**config.mk**
```make
export PLATFORM = sky130hd
export DESIGN_NAME = uac_core
export DESIGN_NICKNAME = d
export VERILOG_FILES = /design/src/include/uac_pkg.sv /design/src/logic/uac_baud_gen.sv /design/src/logic/uac_core.sv
export VERILOG_INCLUDE_DIRS = /design/src /design/src/include
export SDC_FILE = /design/constraint.sdc
export NUM_CORES = 1
export LEC_CHECK = 0
export CAP_MARGIN = 15
export CORE_AREA = 2 2 108 110
export CTS_BUF_LIST = sky130_fd_sc_hd__clkbuf_4 sky130_fd_sc_hd__clkbuf_8
export DETAILED_ROUTE_END_ITERATION = 6
export DIE_AREA = 0 0 110 112
export DONT_BUFFER_PORTS = 1
export PLACE_DENSITY = 0.9
export SYNTH_ARGS = -nofsm -noshare
export SYNTH_HDL_FRONTEND = slang
export SYNTH_SLANG_ARGS = --single-unit
```
**constraint.sdc**
```tcl
create_clock -name clock -period 5.8 [get_ports clock]
set_clock_uncertainty 0.15 [all_clocks]
set_input_delay 0.29 -clock clock [delete_from_list [all_inputs] [get_ports clock]]
set_output_delay 0.29 -clock clock [all_outputs]
set_load 0.01 [all_outputs]
```
**src/include/uac_regs.svh**
```systemverilog
// Register offsets, field positions, reset values and timing counts of the serial core.
`ifndef UAC_REGS_SVH
`define UAC_REGS_SVH

// ----------------------------------------------------------------------------
// Register offsets
// ----------------------------------------------------------------------------
`define UAC_OFF_DATA 3'h0
`define UAC_OFF_IER 3'h1
`define UAC_OFF_IIR 3'h2
`define UAC_OFF_LCR 3'h3
`define UAC_OFF_MCR 3'h4
`define UAC_OFF_LSR 3'h5
`define UAC_OFF_MSR 3'h6
`define UAC_OFF_SCR 3'h7

// ----------------------------------------------------------------------------
// Line format field positions
// ----------------------------------------------------------------------------
`define UAC_LCR_WLEN 1:0
`define UAC_LCR_STOP2 2
`define UAC_LCR_PAREN 3
`define UAC_LCR_EVEN 4
`define UAC_LCR_STICK 5
`define UAC_LCR_BREAK 6
`define UAC_LCR_DLAB 7

// ----------------------------------------------------------------------------
// Modem control field positions
// ----------------------------------------------------------------------------
`define UAC_MCR_DTR 0
`define UAC_MCR_RTS 1
`define UAC_MCR_OUT1 2
`define UAC_MCR_OUT2 3
`define UAC_MCR_LOOP 4

// ----------------------------------------------------------------------------
// Interrupt enable field positions
// ----------------------------------------------------------------------------
`define UAC_IER_RXD 0
`define UAC_IER_TX_HOLDING_EMPTY_FLAG 1
`define UAC_IER_LINE 2
`define UAC_IER_MDM 3

// ----------------------------------------------------------------------------
// Interrupt identification codes
// ----------------------------------------------------------------------------
`define UAC_IIR_NONE 8'h01
`define UAC_IIR_LINE 8'h06
`define UAC_IIR_RXD 8'h04
`define UAC_IIR_TX_HOLDING_EMPTY_FLAG 8'h02
`define UAC_IIR_MDM 8'h00

// ----------------------------------------------------------------------------
// Reset values
// ----------------------------------------------------------------------------
`define UAC_LCR_RESET 8'h00
`define UAC_MCR_RESET 5'h00
`define UAC_IER_RESET 4'h0
`define UAC_DIV_RESET 8'h00
`define UAC_SCR_RESET 8'h00

// ----------------------------------------------------------------------------
// Bit timing in ticks of the sixteen-times clock, and word length offsets
// ----------------------------------------------------------------------------
`define UAC_TICK_MID 4'h7
`define UAC_TICK_LAST 4'hf
`define UAC_WLEN_BASE 3'h4
`define UAC_WLEN_PAD 2'h3

`endif

```
**src/include/uac_pkg.sv**
```systemverilog
// Types shared by the serial core and its baud generator.
package uac_pkg;

    typedef enum logic [2:0] {
        UAC_TX_IDLE = 3'h0,
        UAC_TX_START = 3'h1,
        UAC_TX_DATA = 3'h3,
        UAC_TX_PARITY = 3'h2,
        UAC_TX_STOP = 3'h6
    } uac_tx_e;

    typedef enum logic [2:0] {
        UAC_RX_IDLE = 3'h0,
        UAC_RX_START = 3'h1,
        UAC_RX_DATA = 3'h3,
        UAC_RX_PARITY = 3'h2,
        UAC_RX_STOP = 3'h6
    } uac_rx_e;

    typedef struct packed {
        logic [15:0] cnt;
        logic tick;
    } uac_baud_s;

    typedef struct packed {
        logic sin1;
        logic sin2;
        logic [3:0] mdm1;
        logic [3:0] mdm2;
        logic [3:0] irq_enable_reg;
        logic [7:0] line_format_reg;
        logic [4:0] mcr;
        logic [7:0] scr;
        logic [7:0] dll;
        logic [7:0] dlm;
        logic [7:0] tx_holding_reg;
        logic thrEmpty;
        logic thriPend;
        uac_tx_e txState;
        logic [7:0] tx_shift_reg;
        logic [3:0] txCnt;
        logic [2:0] txBit;
        logic txPar;
        logic txStop2;
        logic txOut;
        uac_rx_e rxState;
        logic rxLast;
        logic [3:0] rxCnt;
        logic [2:0] rxBit;
        logic [7:0] rxShift;
        logic rxPar;
        logic rxParBad;
        logic rxZero;
        logic [7:0] rxBuf;
        logic dr;
        logic oe;
        logic pe;
        logic fe;
        logic bi;
        logic [3:0] mdmPrev;
        logic [3:0] mdmDelta;
        logic [7:0] rdata;
        logic serOut;
        logic baudN;
        logic rtsN;
        logic dtrN;
        logic out1N;
        logic out2N;
        logic irq;
    } uac_state_s;

endpackage : uac_pkg

```
**src/logic/uac_baud_gen.sv**
```systemverilog
// Programmable divider that makes the sixteen-times bit clock enable.
`timescale 1ns/1ps

module uac_baud_gen (
    // Clock and reset
    input wire logic clock,
    input wire logic rst,
    // Divisor and enable
    input wire logic [15:0] divisor,
    output logic tick
);
    import uac_pkg::*;

    uac_baud_s b_q;
    uac_baud_s b_d;

    // A zero divisor stops the generator; a shrunk divisor restarts the count.
    always_comb begin
        b_d = b_q;
        b_d.tick = 1'b0;
        if (divisor == 16'h0000) begin
            b_d.cnt = 16'h0000;
        end else if (b_q.cnt >= divisor - 16'h0001) begin
            b_d.cnt = 16'h0000;
            b_d.tick = 1'b1;
        end else begin
            b_d.cnt = b_q.cnt + 16'h0001;
        end
        if (rst) begin
            b_d = '0;
        end
    end

    always_ff @(posedge clock) begin
        b_q <= b_d;
    end

    assign tick = b_q.tick;

endmodule : uac_baud_gen

```
**src/logic/uac_core.sv**
```systemverilog
// Asynchronous serial transmitter and receiver with host registers and modem lines.
//
// The register addresses and the strobed register port were decided locally.
`timescale 1ns/1ps
`include "uac_regs.svh"

module uac_core (
    // Clock and reset
    input wire logic clock,
    input wire logic rst,
    // Register port
    input wire logic [2:0] hostAddr,
    input wire logic [7:0] hostWdata,
    input wire logic hostWrite,
    input wire logic hostRead,
    output logic [7:0] hostRdata,
    // Serial line
    input wire logic serialIn,
    output logic serialOut,
    output logic baudOutN,
    // Modem inputs
    input wire logic ctsN,
    input wire logic dsrN,
    input wire logic dcdN,
    input wire logic riN,
    // Modem outputs
    output logic rtsN,
    output logic dtrN,
    output logic out1N,
    output logic out2N,
    // Interrupt
    output logic irqOut
);
    import uac_pkg::*;

    // ------------------------------------------------------------------------
    // State and helper terms
    // ------------------------------------------------------------------------
    uac_state_s s_q;
    uac_state_s s_d;
    logic tick;
    logic loopMode;
    logic rxLine;
    logic [3:0] mdmLvl;
    logic [2:0] lastBit;
    logic lineCond;
    logic lineInt;
    logic rxInt;
    logic txInt;
    logic mdmInt;
    logic [7:0] iirVal;
    logic [7:0] lsrVal;
    logic txParBit;
    logic rxParExp;

    uac_baud_gen baudGen (
        .clock(clock),
        .rst(rst),
        .divisor({s_q.dlm, s_q.dll}),
        .tick(tick)
    );

    assign loopMode = s_q.mcr[`UAC_MCR_LOOP];
    // In loopback the receiver hears the transmitter and the pins are ignored.
    assign rxLine = loopMode ? (s_q.txOut & ~s_q.line_format_reg[`UAC_LCR_BREAK]) : s_q.sin2;
    // Modem levels ordered carrier, ring, data-set-ready, clear-to-send.
    assign mdmLvl = loopMode ? {s_q.mcr[`UAC_MCR_OUT2], s_q.mcr[`UAC_MCR_OUT1],
                                s_q.mcr[`UAC_MCR_DTR], s_q.mcr[`UAC_MCR_RTS]}
                             : ~s_q.mdm2;
    assign lastBit = {1'b0, s_q.line_format_reg[`UAC_LCR_WLEN]} + `UAC_WLEN_BASE;
    assign txParBit = s_q.line_format_reg[`UAC_LCR_STICK] ? ~s_q.line_format_reg[`UAC_LCR_EVEN]
                    : (s_q.line_format_reg[`UAC_LCR_EVEN] ? s_q.txPar : ~s_q.txPar);
    assign rxParExp = s_q.line_format_reg[`UAC_LCR_STICK] ? ~s_q.line_format_reg[`UAC_LCR_EVEN]
                    : (s_q.line_format_reg[`UAC_LCR_EVEN] ? s_q.rxPar : ~s_q.rxPar);

    // ------------------------------------------------------------------------
    // Interrupt sources and identification
    // ------------------------------------------------------------------------
    assign lineCond = s_q.oe | s_q.pe | s_q.fe | s_q.bi;
    assign lineInt = s_q.irq_enable_reg[`UAC_IER_LINE] & lineCond;
    assign rxInt = s_q.irq_enable_reg[`UAC_IER_RXD] & s_q.dr;
    assign txInt = s_q.irq_enable_reg[`UAC_IER_TX_HOLDING_EMPTY_FLAG] & s_q.thriPend;
    assign mdmInt = s_q.irq_enable_reg[`UAC_IER_MDM] & (|s_q.mdmDelta);

    always_comb begin
        if (lineInt) begin
            iirVal = `UAC_IIR_LINE;
        end else if (rxInt) begin
            iirVal = `UAC_IIR_RXD;
        end else if (txInt) begin
            iirVal = `UAC_IIR_TX_HOLDING_EMPTY_FLAG;
        end else if (mdmInt) begin
            iirVal = `UAC_IIR_MDM;
        end else begin
            iirVal = `UAC_IIR_NONE;
        end
    end

    assign lsrVal = {1'b0, s_q.thrEmpty & (s_q.txState == UAC_TX_IDLE), s_q.thrEmpty,
                     s_q.bi, s_q.fe, s_q.pe, s_q.oe, s_q.dr};

    // ------------------------------------------------------------------------
    // Next state
    // ------------------------------------------------------------------------
    always_comb begin
        s_d = s_q;
        s_d.sin1 = serialIn;
        s_d.sin2 = s_q.sin1;
        s_d.mdm1 = {dcdN, riN, dsrN, ctsN};
        s_d.mdm2 = s_q.mdm1;
        s_d.rdata = 8'h00;

        // Host writes take the separate write-data bus.
        if (hostWrite) begin
            case (hostAddr)
                `UAC_OFF_DATA: begin
                    if (s_q.line_format_reg[`UAC_LCR_DLAB]) begin
                        s_d.dll = hostWdata;
                    end else begin
                        s_d.tx_holding_reg = hostWdata;
                        s_d.thrEmpty = 1'b0;
                        s_d.thriPend = 1'b0;
                    end
                end
                `UAC_OFF_IER: begin
                    if (s_q.line_format_reg[`UAC_LCR_DLAB]) begin
                        s_d.dlm = hostWdata;
                    end else begin
                        s_d.irq_enable_reg = hostWdata[3:0];
                    end
                end
                `UAC_OFF_LCR: s_d.line_format_reg = hostWdata;
                `UAC_OFF_MCR: s_d.mcr = hostWdata[4:0];
                `UAC_OFF_SCR: s_d.scr = hostWdata;
                default: begin
                end
            endcase
        end

        // Host reads; clears act before the hardware sets below, so a set wins.
        if (hostRead) begin
            case (hostAddr)
                `UAC_OFF_DATA: begin
                    if (s_q.line_format_reg[`UAC_LCR_DLAB]) begin
                        s_d.rdata = s_q.dll;
                    end else begin
                        s_d.rdata = s_q.rxBuf;
                        s_d.dr = 1'b0;
                    end
                end
                `UAC_OFF_IER: s_d.rdata = s_q.line_format_reg[`UAC_LCR_DLAB] ? s_q.dlm : {4'h0, s_q.irq_enable_reg};
                `UAC_OFF_IIR: begin
                    s_d.rdata = iirVal;
                    if (iirVal == `UAC_IIR_TX_HOLDING_EMPTY_FLAG) begin
                        s_d.thriPend = 1'b0;
                    end
                end
                `UAC_OFF_LCR: s_d.rdata = s_q.line_format_reg;
                `UAC_OFF_MCR: s_d.rdata = {3'h0, s_q.mcr};
                `UAC_OFF_LSR: begin
                    s_d.rdata = lsrVal;
                    s_d.oe = 1'b0;
                    s_d.pe = 1'b0;
                    s_d.fe = 1'b0;
                    s_d.bi = 1'b0;
                end
                `UAC_OFF_MSR: begin
                    s_d.rdata = {mdmLvl, s_q.mdmDelta};
                    s_d.mdmDelta = 4'h0;
                end
                default: s_d.rdata = s_q.scr;
            endcase
        end

        // Transmitter, advanced once per tick of the sixteen-times clock.
        if (tick) begin
            s_d.txCnt = s_q.txCnt + 4'h1;
            case (s_q.txState)
                UAC_TX_IDLE: begin
                    s_d.txOut = 1'b1;
                    s_d.txCnt = 4'h0;
                    if (!s_q.thrEmpty) begin
                        s_d.tx_shift_reg = s_q.tx_holding_reg;
                        s_d.thrEmpty = 1'b1;
                        s_d.thriPend = 1'b1;
                        s_d.txOut = 1'b0;
                        s_d.txState = UAC_TX_START;
                    end
                end
                UAC_TX_START: begin
                    if (s_q.txCnt == `UAC_TICK_LAST) begin
                        s_d.txOut = s_q.tx_shift_reg[0];
                        s_d.txPar = s_q.tx_shift_reg[0];
                        s_d.tx_shift_reg = {1'b0, s_q.tx_shift_reg[7:1]};
                        s_d.txBit = 3'h0;
                        s_d.txState = UAC_TX_DATA;
                    end
                end
                UAC_TX_DATA: begin
                    if (s_q.txCnt == `UAC_TICK_LAST) begin
                        if (s_q.txBit == lastBit) begin
                            if (s_q.line_format_reg[`UAC_LCR_PAREN]) begin
                                s_d.txOut = txParBit;
                                s_d.txState = UAC_TX_PARITY;
                            end else begin
                                s_d.txOut = 1'b1;
                                s_d.txStop2 = s_q.line_format_reg[`UAC_LCR_STOP2];
                                s_d.txState = UAC_TX_STOP;
                            end
                        end else begin
                            s_d.txOut = s_q.tx_shift_reg[0];
                            s_d.txPar = s_q.txPar ^ s_q.tx_shift_reg[0];
                            s_d.tx_shift_reg = {1'b0, s_q.tx_shift_reg[7:1]};
                            s_d.txBit = s_q.txBit + 3'h1;
                        end
                    end
                end
                UAC_TX_PARITY: begin
                    if (s_q.txCnt == `UAC_TICK_LAST) begin
                        s_d.txOut = 1'b1;
                        s_d.txStop2 = s_q.line_format_reg[`UAC_LCR_STOP2];
                        s_d.txState = UAC_TX_STOP;
                    end
                end
                UAC_TX_STOP: begin
                    // When the line format stop-two bit is set, a second stop bit is sent for every word length.
                    if (s_q.txCnt == `UAC_TICK_LAST) begin
                        if (s_q.txStop2) begin
                            s_d.txStop2 = 1'b0;
                        end else begin
                            s_d.txState = UAC_TX_IDLE;
                        end
                    end
                end
                default: s_d.txState = UAC_TX_IDLE;
            endcase
        end

        // Receiver, sampling at mid-bit on the sixteen-times clock.
        if (tick) begin
            s_d.rxLast = rxLine;
            s_d.rxCnt = s_q.rxCnt + 4'h1;
            case (s_q.rxState)
                UAC_RX_IDLE: begin
                    s_d.rxCnt = 4'h0;
                    if (s_q.rxLast && !rxLine) begin
                        s_d.rxState = UAC_RX_START;
                    end
                end
                UAC_RX_START: begin
                    if (s_q.rxCnt == `UAC_TICK_MID) begin
                        s_d.rxCnt = 4'h0;
                        if (!rxLine) begin
                            s_d.rxBit = 3'h0;
                            s_d.rxPar = 1'b0;
                            s_d.rxZero = 1'b1;
                            s_d.rxState = UAC_RX_DATA;
                        end else begin
                            s_d.rxState = UAC_RX_IDLE;
                        end
                    end
                end
                UAC_RX_DATA: begin
                    if (s_q.rxCnt == `UAC_TICK_LAST) begin
                        s_d.rxShift = {rxLine, s_q.rxShift[7:1]};
                        s_d.rxPar = s_q.rxPar ^ rxLine;
                        s_d.rxZero = s_q.rxZero & ~rxLine;
                        s_d.rxBit = s_q.rxBit + 3'h1;
                        s_d.rxParBad = 1'b0;
                        if (s_q.rxBit == lastBit) begin
                            s_d.rxState = s_q.line_format_reg[`UAC_LCR_PAREN] ? UAC_RX_PARITY : UAC_RX_STOP;
                        end
                    end
                end
                UAC_RX_PARITY: begin
                    if (s_q.rxCnt == `UAC_TICK_LAST) begin
                        s_d.rxParBad = rxLine ^ rxParExp;
                        s_d.rxZero = s_q.rxZero & ~rxLine;
                        s_d.rxState = UAC_RX_STOP;
                    end
                end
                UAC_RX_STOP: begin
                    if (s_q.rxCnt == `UAC_TICK_LAST) begin
                        s_d.rxBuf = s_q.rxShift >> (`UAC_WLEN_PAD - s_q.line_format_reg[`UAC_LCR_WLEN]);
                        s_d.oe = s_d.oe | s_d.dr;
                        s_d.dr = 1'b1;
                        s_d.pe = s_d.pe | s_q.rxParBad;
                        s_d.fe = s_d.fe | ~rxLine;
                        s_d.bi = s_d.bi | (s_q.rxZero & ~rxLine);
                        s_d.rxState = UAC_RX_IDLE;
                    end
                end
                default: s_d.rxState = UAC_RX_IDLE;
            endcase
        end

        // Modem change detection; ring reports only its trailing edge.
        s_d.mdmPrev = mdmLvl;
        s_d.mdmDelta = s_d.mdmDelta | {mdmLvl[3] ^ s_q.mdmPrev[3], s_q.mdmPrev[2] & ~mdmLvl[2],
                                       mdmLvl[1:0] ^ s_q.mdmPrev[1:0]};

        // Pin and interrupt outputs.
        // Pins follow the new loop bit at once, so entering loopback never pulses a modem line.
        s_d.serOut = s_d.mcr[`UAC_MCR_LOOP] | (s_d.txOut & ~s_d.line_format_reg[`UAC_LCR_BREAK]);
        s_d.baudN = ~tick;
        s_d.rtsN = s_d.mcr[`UAC_MCR_LOOP] | ~s_d.mcr[`UAC_MCR_RTS];
        s_d.dtrN = s_d.mcr[`UAC_MCR_LOOP] | ~s_d.mcr[`UAC_MCR_DTR];
        s_d.out1N = s_d.mcr[`UAC_MCR_LOOP] | ~s_d.mcr[`UAC_MCR_OUT1];
        s_d.out2N = s_d.mcr[`UAC_MCR_LOOP] | ~s_d.mcr[`UAC_MCR_OUT2];
        s_d.irq = lineInt | rxInt | txInt | mdmInt;

        if (rst) begin
            s_d = '0;
            s_d.sin1 = 1'b1;
            s_d.sin2 = 1'b1;
            s_d.mdm1 = 4'hf;
            s_d.mdm2 = 4'hf;
            s_d.rxLast = 1'b1;
            s_d.irq_enable_reg = `UAC_IER_RESET;
            s_d.line_format_reg = `UAC_LCR_RESET;
            s_d.mcr = `UAC_MCR_RESET;
            s_d.scr = `UAC_SCR_RESET;
            s_d.dll = `UAC_DIV_RESET;
            s_d.dlm = `UAC_DIV_RESET;
            s_d.thrEmpty = 1'b1;
            s_d.txOut = 1'b1;
            s_d.txState = UAC_TX_IDLE;
            s_d.rxState = UAC_RX_IDLE;
            s_d.serOut = 1'b1;
            s_d.baudN = 1'b1;
            s_d.rtsN = 1'b1;
            s_d.dtrN = 1'b1;
            s_d.out1N = 1'b1;
            s_d.out2N = 1'b1;
        end
    end

    always_ff @(posedge clock) begin
        s_q <= s_d;
    end

    // ------------------------------------------------------------------------
    // Outputs
    // ------------------------------------------------------------------------
    assign hostRdata = s_q.rdata;
    assign serialOut = s_q.serOut;
    assign baudOutN = s_q.baudN;
    assign rtsN = s_q.rtsN;
    assign dtrN = s_q.dtrN;
    assign out1N = s_q.out1N;
    assign out2N = s_q.out2N;
    assign irqOut = s_q.irq;

endmodule : uac_core

```
==> results of run 1 <==
[critical path, cell delays in order (launching register included)]
cell	delay (ns)
dfxtp_1	0.38
inv_1	0.08
ha_1	0.17
nor3b_2	0.35
nand2_1	0.11
or4_1	0.42
xor2_1	0.16
ha_1	0.30
nand2_1	0.05
o21a_1	0.21
a211o_1	0.27
a31oi_2	0.84
nor3_1	0.16
[worst max-delay path by stage]
stage	depth (start not counted)	endpoint	slack, ns	startpoint
after floorplan	13	baudGen.b_q[10]$_SDFF_PP0_	2.54	s_q[97]$_SDFFE_PP0P_
after global placement	12	baudGen.b_q[8]$_SDFF_PP0_	2.19	s_q[97]$_SDFFE_PP0P_
after detailed placement	12	baudGen.b_q[8]$_SDFF_PP0_	1.98	s_q[97]$_SDFFE_PP0P_
after CTS	12	baudGen.b_q[8]$_SDFF_PP0_	1.98	s_q[98]$_SDFFE_PP0P_
after global routing	12	baudGen.b_q[8]$_SDFF_PP0_	1.73	s_q[97]$_SDFFE_PP0P_
final	12	baudGen.b_q[8]$_SDFF_PP0_	1.99	s_q[98]$_SDFFE_PP0P_
[synth_stat cells, drive strengths merged (6+ instances only)]
| library cell | instances | area (µm²) |
|---|---|---|
| o21ai | 37 | 188.9 |
| nand3b | 6 | 45.04 |
| a211oi | 15 | 112.6 |
| a31oi | 8 | 50.05 |
| nor2 | 107 | 404.1 |
| or2 | 11 | 68.82 |
| nand2 | 88 | 330.3 |
| and3 | 6 | 37.54 |
| nor3 | 30 | 210.2 |
| xnor2 | 22 | 200.2 |
| ha | 22 | 275.3 |
| mux4 | 6 | 135.1 |
| nor2b | 7 | 43.79 |
| xor2 | 18 | 157.7 |
| buf | 27 | 172.7 |
| inv | 13 | 48.80 |
| nand4 | 14 | 87.58 |
| mux2 | 6 | 67.56 |
| a21oi | 63 | 315.3 |
| mux2i | 61 | 610.6 |
| nand2b | 10 | 62.56 |
| clkbuf | 33 | 123.9 |
| nand3 | 28 | 150.1 |
| o21a | 8 | 60.06 |
| nor3b | 13 | 102.6 |
| dfxtp | 157 | 3143 |
[layer usage]
metal / vias to the layer above / GRT usage, % / wire length, µm / share of wire, %
met1: 3098 / 41.15 / 7627 / 39
met3: 84 / 9.719 / 1825 / 9.3
li1: 3047 / - / - / -
met2: 372 / 50.92 / 9190 / 47
met5: - / 0 / 0 / 0
met4: 0 / 18.57 / 877 / 4.5
[cell families after synthesis]
family	share of synthesized area [%]
compound gates	13.73
flops	40.77
simple gates	22.27
buf+inv	4.479
xor+xnor	4.641
fa+ha+maj	3.570
mux	10.55
[power groups by stage]
stage / Sequential [mW] / Clock, mW / Combinational [mW]
CTS: 1.10 / 0.821 / 0.0909
floorplan: 1.12 / 0 / 0.0693
finish: 1.10 / 0.820 / 0.0945
global route: 1.10 / 0.864 / 0.100
detailed placement: 1.13 / 0 / 0.0548
global placement: 1.13 / 0 / 0.0529
[final cells by class]
cell class,count,area share [%]
Antenna cell,5,0.1516
Clock buffer,22,3.441
Clock inverter,9,1.379
Inverter,13,0.5912
Multi-Input combinational cell,645,51.22
Sequential cell,157,38.08
Tap cell,143,2.168
Timing Repair Buffer,23,2.971
[state kept, by name (all words and copies together), names as in the netlist]
register and flops:
irqOut 1, s_q 118, loopMode 1, hostRdata 8, lsrVal 6, baudOutN 1
dtrN 1, out1N 1, baudGen.b_q 16, baudGen.tick 1, out2N 1, serialOut 1
rtsN 1
[per-stage QoR]
step	total power [mW]	util [%]	std cells	instance area, µm²	hold WS [ns]
after floorplan	1.190	-	875	7710	0.2395
after global placement	1.180	68.07	959	7606	0.2180
after detailed placement	1.183	68.07	959	7606	0.2204
after CTS	2.015	73.75	1012	8242	0.005201
after global routing	2.070	73.80	1014	8247	0.04002
final	2.018	73.87	1017	8254	0.02917
==> out/results.tsv, run 1 <==
stage	metric	value	unit
run_status	outcome	complete, no violations	
placed_design	dp_slack	1.977	ns
yosys	yosysSeqAreaShare	40.77	%
setup_path	reg2reg_depth	12	
yosys	synth.distinct_cells	69	
setup_path	rr_endpoint	baudGen.b_q[8]$_SDFF_PP0_	
layout	area_growth	7.059	%
power_and_ir_drop	leakage	3.076	nW
placed_design	port_buffers	0	
routing	wl_per_cell	19.19	µm
layout	seqCellArea	0.003143	mm²
min_path	hp-class	primary input to flop	
setup_path	rr_startpoint	s_q[98]$_SDFFE_PP0P_	
layout	final_cell_mix	157 x dfxtp_1, 106 x nor2_1, 88 x nand2_1, 63 x a21oi_1, 61 x mux2i_1	
routing	ant_nets	0	
grt	grt_pass1_wl	31.62	mm
min_path	hold_start	hostAddr[0]	
setup_path	cp.arrival	3.97	ns
clock_tree	cts_buffer_depth	2	
routing	wirelength	19.52	mm
power_and_ir_drop	pwr-share-comb	4.7	%
setup_path	worst_ep_required_time	5.95	ns
routing	vias	6601	
floorplanning	io_pins	35	
timing	relSlewSlack	27.68	%
power_and_ir_drop	intPower	1.544	mW
clock_tree	cts_tree	built	
setup_path	worst_setup_path_end_kind	flop	
grt	overflow	0	
timing	fin_setup_tns	0	ns
layout	mostFrequentLayoutCell	dfxtp_1	
min_path	holdPathStages	2	
power_and_ir_drop	max-vdd-ir-drop	0.2633	mV
floorplanning	die_height	112	µm
timing	maxSlewViolCount	0	
power_and_ir_drop	powerDensity	244.4	mW/mm²
clock_tree	htreeDepth	4	
power_and_ir_drop	switching_share	23.47	%
grt	grt_antenna_before_repair	2	
routing	first_iter_violations	803	
setup_path	crit_path_start_kind	flop	
timing	hold_violations	0	
clock_tree	clk_pin_slew_worst_paths	0.08	ns
layout	multi_input_area	0.004228	mm²
grt	grt_pass1_vias	6410	
floorplanning	num_rows	39	
timing	clock.fmax	262.1	MHz
clock_tree	clock_sinks	157	
layout	drive_gt1_share	9.091	%
timing	finalCritPeriodShare	65.77	%
yosys	syn-mean-instance-area	8.811	µm²
grt	grt_max_degree	118	
yosys	synth_nets	917	
routing	drcViolationCount	0	
setup_path	crit_type	flop to flop	
yosys	synth-seq-cells	157	
yosys	synth_ff_type	dfxtp_1	
layout	fill_cells	753	
yosys	ys_warn_count	0	
clock_tree	cts_resized	0	
clock_tree	cts_setup_buffers	0	
power_and_ir_drop	power_frac_clock	40.6	%
min_path	hold_end	hostRdata[5]$_SDFF_PP0_	
timing	fin_crit	3.815	ns
power_and_ir_drop	seq_power_share	54.7	%
timing	grt_setup_unrepaired	false	
floorplanning	core-area	0.01117	mm²
floorplanning	die_w	110	µm
clock_tree	clock_latency	0.47	ns
placed_design	gp_congestion	0.9805	
setup_path	critPathMaxFanout	17	
clock_tree	clockRootBuffer	clkbuf_8	
yosys	synth_cells	875	
placed_design	hpwl	12.51	mm
timing	setup_viol	0	
setup_path	reg2reg_slack	1.99	ns
yosys	synthArstFlopShare	0	%
yosys	synth_edf_count	0	
clock_tree	cts_buffers	17	
floorplanning	initial_utilization	69.00	%
timing	tightest_slew	1.081	ns
layout	nets	899	
yosys	netlist_area	0.007710	mm²
power_and_ir_drop	power_switching	0.4735	mW
floorplanning	die_area	0.01232	mm²
routing	dr.pass1.iters	6	
timing	setup_ws	1.985	ns
job	cap_viol_max_count	0	
routing	via_per_inst	6.491	
grt	grt_use_total	33.12	%
clock_tree	holdBufCountCts	22	
Note: power is estimated with default switching activity, not from simulation.
==> inputs of run 2 (changes only) <==
Settings changed: CORE_AREA 2 2 108 110 to 2 2 112 114, DIE_AREA 0 0 110 112 to 0 0 114 116, PLACE_DENSITY 0.9 to 0.84.
Clock period 5.8 ns to 3.53 ns, I/O delays scaled along.
==> run 2 against run 1 <==
- global-route usage down 3.4 points
- design area up 0.67%
- hold slack worse by 0.010 ns
- utilization down 4.1 points
- critical endpoint is now baudGen.b_q[6]$_SDFF_PP0_
- critical path depth up 1
- die area up 7.3%
- worst setup slack worse by 1.6 ns
- sequential power up 65%
- via count down 1.2%
- clock power up 52%
- power up 60%
==> out/results.tsv, run 2 (same netlist as run 1, synthesis figures left out) <==
stage	metric	value	unit
run_status	outcome	complete, no violations	
placed_design	dp_slack	0.3866	ns
layout	diodes	0	
layout	largest_reg_flops	118	
timing	clock.fmax	316.4	MHz
routing	dr.pass1.iters	7	
routing	wirelength	18.38	mm
grt	grt_max_degree	119	
power_and_ir_drop	max-vdd-ir-drop	0.3460	mV
power_and_ir_drop	intPower	2.383	mW
clock_tree	clock_latency	0.48	ns
timing	tightest_slew	0.8054	ns
floorplanning	core-area	0.01191	mm²
min_path	holdPathStages	3	
timing	fin_crit	3.161	ns
floorplanning	die_area	0.01322	mm²
clock_tree	clk_pin_slew_worst_paths	0.10	ns
layout	drive_gt1_share	9.648	%
grt	grt_antenna_before_repair	0	
floorplanning	die_w	114	µm
clock_tree	clock_sinks	157	
power_and_ir_drop	powerDensity	387.7	mW/mm²
layout	final_cell_mix	157 x dfxtp_1, 106 x nor2_1, 88 x nand2_1, 63 x a21oi_1, 61 x mux2i_1	
clock_tree	cts_buffers	17	
grt	overflow	0	
layout	fin_area	0.008309	mm²
placed_design	port_buffers	0	
setup_path	reg2reg_slack	0.37	ns
setup_path	cp.arrival	3.35	ns
power_and_ir_drop	power.total	3.222	mW
layout	seqCellArea	0.003143	mm²
timing	grt_setup_unrepaired	false	
min_path	hold_start	hostWrite	
routing	wl_per_cell	17.88	µm
setup_path	cp-startpoint	s_q[97]$_SDFFE_PP0P_	
power_and_ir_drop	leakage	3.111	nW
grt	grt_pass1_vias	6156	
routing	via_per_inst	6.347	
power_and_ir_drop	seq_power_share	56.2	%
routing	drcViolationCount	0	
floorplanning	num_rows	40	
clock_tree	cts_buffer_depth	2	
layout	area_growth	7.773	%
power_and_ir_drop	switching_share	26.04	%
timing	relSlewSlack	44.77	%
timing	hold_violations	0	
clock_tree	cts_setup_buffers	0	
min_path	hold_end	s_q[127]$_SDFFE_PP0P_	
routing	vias	6525	
clock_tree	cts_tree	built	
timing	setup_ws	0.3694	ns
power_and_ir_drop	power_switching	0.8390	mW
clock_tree	htreeDepth	4	
power_and_ir_drop	pwr-share-comb	5.1	%
timing	worst_hold_slack	0.01913	ns
timing	finalCritPeriodShare	89.54	%
placed_design	gp_congestion	0.9143	
grt	grt_use_total	29.72	%
routing	first_iter_violations	705	
timing	setup_viol	0	
setup_path	worst_setup_path_end_kind	flop	
clock_tree	clockRootBuffer	clkbuf_8	
clock_tree	holdBufCountCts	28	
grt	grt_pass1_wl	30.77	mm
setup_path	crit_path_start_kind	flop	
routing	ant_nets	0	
min_path	hp-class	primary input to flop	
timing	fin_setup_tns	0	ns
setup_path	reg2reg_depth	13	
power_and_ir_drop	power_frac_clock	38.7	%
layout	nets	910	
layout	multi_input_area	0.004228	mm²
timing	maxSlewViolCount	0	
setup_path	crit_type	flop to flop	
placed_design	place_area	0.007649	mm²
setup_path	worst_ep_required_time	3.72	ns
floorplanning	die_height	116	µm
layout	fill_cells	901	
setup_path	rr_startpoint	s_q[97]$_SDFFE_PP0P_	
job	cap_viol_max_count	0	
layout	regMostFlops	s_q	
setup_path	rr_endpoint	baudGen.b_q[6]$_SDFF_PP0_	
setup_path	critPathMaxFanout	17	
placed_design	hpwl	12.38	mm
layout	mostFrequentLayoutCell	dfxtp_1	
floorplanning	initial_utilization	64.73	%
clock_tree	cts_resized	0	
floorplanning	io_pins	35	
==> run 2: cell types whose count changed in the layout (fill, tap and decap cells not counted), sizes merged <==
cell         previous run  this run
buf                     2         7
diode                   5         0
inv                    13        19
clkbuf                 22        19
dlygate4sd3            21        27
bufinv                  2         0
==> run 2: how the worst max path moves through the flow <==
stage | slack, ns | endpoint | depth (start not counted)
finish | 0.37 | baudGen.b_q[6]$_SDFF_PP0_ | 13
global route | 0.19 | baudGen.b_q[8]$_SDFF_PP0_ | 13
floorplan | 0.27 | baudGen.b_q[10]$_SDFF_PP0_ | 13
CTS | 0.37 | baudGen.b_q[7]$_SDFF_PP0_ | 13
global placement | 0.51 | baudGen.b_q[8]$_SDFF_PP0_ | 13
detailed placement | 0.39 | baudGen.b_q[6]$_SDFF_PP0_ | 13
==> run 2: through the flow <==
stage,std cells,utilization [%]
2_1_floorplan,875,-
3_3_place_gp,968,64.21
3_5_place_dp,968,64.21
4_1_cts,1028,69.76
5_1_grt,1028,69.76
6_report,1028,69.76
==> run 2: routing by layer <==
layer | global-route usage, % | share of wire, % | vias to the layer above
li1 | - | - | 3068
met1 | 37.47 | 41 | 3112
met2 | 49.29 | 47 | 284
met3 | 7.584 | 7.6 | 61
met4 | 11.46 | 3.5 | 0
met5 | 0 | 0 | -
==> run 2: worst max-delay path: stages, from the launching register on <==
cell and delay, ns:
dfxtp_1 0.36, inv_1 0.09, ha_1 0.19, nor3b_2 0.21, nand2_1 0.09, or4_1 0.42
xor2_1 0.16, ha_1 0.31, nand2_1 0.06, o21a_1 0.21, a211o_1 0.28, a31oi_2 0.14
buf_4 0.27, nor3_1 0.09
==> run 2: area by class of cell <==
| cell class | count | area share (%) |
|---|---|---|
| clock inverters | 13 | 1.295 |
| well taps | 147 | 2.214 |
| inverters | 13 | 0.5873 |
| repair buffers | 34 | 4.126 |
| flip-flops and latches | 157 | 37.83 |
| multi-input cells | 645 | 50.88 |
| clock buffers | 19 | 3.072 |
==> run 2: power by group through the flow <==
stage	clock network (mW)	logic (mW)	registers [mW]
after floorplan	0	0.114	1.84
after detailed placement	0	0.0920	1.85
after global placement	0	0.0890	1.85
after CTS	1.26	0.158	1.81
final	1.25	0.163	1.81
after global routing	1.33	0.176	1.81
==> inputs of run 3 (changes only) <==
Settings changed: ABC_AREA set to 1, CORE_AREA 2 2 112 114 to 2 2 114 116, DIE_AREA 0 0 114 116 to 0 0 116 118, PLACE_DENSITY 0.84 to 0.85, REMOVE_ABC_BUFFERS set to 1, SYNTH_HIERARCHICAL set to 1.
==> run 3 against run 2 <==
- area after synthesis grew 4.5%
- sequential share of layout area shrank 1.9 points
- design area grew 5.2%
- routed wire length grew 8.6%
- largest power group unchanged
- worst setup slack gained 0.36 ns
- global-route usage grew 0.13 points
- hold slack gained 0.012 ns
- clock power grew 12%
- clock-buffer cell count grew 5
- synthesized cell count grew 26%
- largest cell class unchanged
- final cell count grew 26%
- first-iteration DRC count grew 19%
==> out/results.tsv, run 3 <==
stage	metric	value	unit
clock_tree	htreeDepth	4	
yosys	synthArstFlopShare	0	%
yosys	synth.distinct_cells	51	
layout	fill_cells	1010	
routing	wl_per_cell	15.37	µm
grt	grt_antenna_before_repair	1	
clock_tree	cts_tree	built	
setup_path	worst_setup_path_end_kind	flop	
timing	hold_violations	0	
setup_path	cpPeakStageDelay	0.38	ns
floorplanning	die_w	116	µm
floorplanning	die_area	0.01369	mm²
layout	nets	1155	
yosys	ys_warn_count	6	
yosys	synth_edf_count	0	
timing	finalCritPeriodShare	79.32	%
layout	mostFrequentLayoutCell	nand2_1	
yosys	yosysTopAreaCellShare	39.01	%
routing	ant_nets	0	
floorplanning	initial_utilization	64.90	%
floorplanning	io_pins	35	
power_and_ir_drop	max-vdd-ir-drop	0.3218	mV
routing	via_per_inst	5.604	
power_and_ir_drop	powerDensity	391.7	mW/mm²
floorplanning	core-area	0.01241	mm²
setup_path	crit_family	simple AND/OR/NAND/NOR gates	
setup_path	crit_path_start_kind	flop	
clock_tree	cts_buffer_depth	2	
setup_path	slowest_stage	dfxtp_1	
yosys	yosysSeqAreaShare	39.01	%
placed_design	port_buffers	0	
yosys	netlist_area	0.008056	mm²
yosys	synth_most_common_cell	nand2_1	
grt	grt_max_degree	51	
clock_tree	clock_sinks	157	
timing	clock.fmax	357.1	MHz
placed_design	gp_congestion	1.015	
layout	regMostFlops	s_q	
routing	drcViolationCount	0	
routing	first_iter_violations	842	
yosys	synth_area_leaders	dfxtp_1 39%, nand2_1 8.7%, nor2_1 6.9%, o21ai_0 5.8%, inv_1 5.4%	
yosys	synth-seq-cells	157	
grt	grt_use_total	29.85	%
grt	grt_pass1_vias	6619	
floorplanning	num_rows	41	
timing	relSlewSlack	46.42	%
setup_path	crit_buf_inv	1	
clock_tree	cts_resized	0	
yosys	synth_ff_type	dfxtp_1	
setup_path	critPathMaxFanout	16	
timing	fin_crit	2.800	ns
routing	vias	7279	
layout	fin_util	70.42	%
layout	final_cell_mix	186 x nand2_1, 157 x dfxtp_1, 149 x nor2_1, 114 x inv_1, 94 x o21ai_0	
floorplanning	die_height	118	µm
grt	grt_pass1_wl	32.31	mm
layout	largest_reg_flops	118	
layout	area_growth	8.511	%
clock_tree	clk_pin_slew_worst_paths	0.08	ns
setup_path	worstPathCellList	nor2_1 > nand3_2 > nor3_1 > nand2_1 > xor2_1 > inv_1 > ha_1 > a21oi_1 > o21ai_0 > nor2_1 > nand3_4 > nor2_1	
timing	maxSlewViolCount	0	
yosys	syn-mean-instance-area	7.298	µm²
yosys	synth_cells	1104	
clock_tree	cts_buffers	17	
routing	wirelength	19.96	mm
placed_design	hpwl	13.44	mm
setup_path	crit_type	flop to flop	
yosys	netlist_top_cells_count	186 x nand2_1, 157 x dfxtp_1, 149 x nor2_1	
yosys	synth_largest_area_cell	dfxtp_1	
min_path	hp-class	primary input to flop	
timing	grt_setup_unrepaired	false	
timing	fin_setup_tns	0	ns
timing	tightest_slew	0.8026	ns
setup_path	worst_ep_required_time	3.78	ns
layout	drive_gt1_share	12.08	%
grt	overflow	0	
setup_path	cp.arrival	3.05	ns
clock_tree	clockRootBuffer	clkbuf_8	
clock_tree	clock_latency	0.47	ns
setup_path	timing.critical_path.mode_cell	nor2_1	
timing	setup_viol	0	
job	cap_viol_max_count	0	
routing	dr.pass1.iters	6	
power_and_ir_drop	leakage	3.652	nW
run_status	outcome	complete, no violations	
[run 3: report_power, final]
group / internal [mW] / switching, mW / total (mW) / leakage, nW
Sequential: 1.80 / 0.0234 / 1.82 / 1.27
Combinational: 0.0680 / 0.137 / 0.205 / 2.17
Clock: 0.730 / 0.667 / 1.40 / 0.206
[run 3: path summary, 6_finish.rpt]
check                         from                         to  slack, ns  cells after the start
max reg2reg  s_q[100]$_SDFFE_PP0P_  baudGen/b_q[2]$_SDFF_PP0_       0.73                     12
min reg2reg    s_q[139]$_SDFF_PP1_        s_q[138]$_SDFF_PP1_       0.26                      1
min                      hostWrite      s_q[110]$_SDFFE_PP0P_       0.03                      4
max          s_q[100]$_SDFFE_PP0P_  baudGen/b_q[2]$_SDFF_PP0_       0.73                     12
[run 3: per-stage QoR]
stage | area (µm²) | setup WS, ns | std cells | hold slack [ns] | power [mW]
after floorplan | 7812 | 1.155 | 1065 | 0.09557 | 1.971
after global placement | 8043 | 0.9437 | 1239 | 0.1022 | 2.007
after detailed placement | 8043 | 0.7990 | 1239 | 0.1044 | 2.011
after CTS | 8740 | 0.7296 | 1298 | 0.007053 | 3.426
after global routing | 8742 | 0.3936 | 1299 | 0.04769 | 3.527
final | 8742 | 0.7299 | 1299 | 0.03145 | 3.424
[run 3: repair_timing]
action                                 4_1_cts  5_1_grt
buffers inserted                             0        0
setup endpoints to repair                    0        0
hold buffers                                27        0
endpoints found under the hold margin      119        0
[run 3: layer usage]
metal | vias up | part of all wire (%) | GRT usage, %
li1 | 3582 | - | -
met1 | 3316 | 43 | 40.84
met2 | 338 | 45 | 45.39
met3 | 43 | 9.5 | 6.385
met4 | 0 | 3.1 | 12.50
met5 | - | 0 | 0
[run 3: worst min-delay path: cells and delay by family]
family | cells | cell delay [ns]
buf+inv | 1 | 0.15
simple gates | 2 | 0.13
compound gates | 1 | 0.15
[run 3: final cells by class]
cell class	count	area (µm²)	share of cell area, %
Inverter	142	540.5	6.183
Antenna cell	1	2.502	0.02862
Sequential cell	157	3143	35.95
Timing Repair Buffer	29	295.3	3.378
Tap cell	172	215.2	2.462
Multi-Input combinational cell	766	4129	47.23
Clock buffer	24	311.5	3.564
Clock inverter	8	105.1	1.202
[run 3: cell families after synthesis]
logic type,after synthesis,share of synthesized area (%)
adder cells (fa/ha/maj),22,3.417
AND/OR/NAND/NOR,475,27.72
flip-flops,157,39.01
buffers and inverters,181,9.738
AO/OA/AOI/OAI,230,15.81
XOR/XNOR,35,3.805
multiplexers,4,0.4970
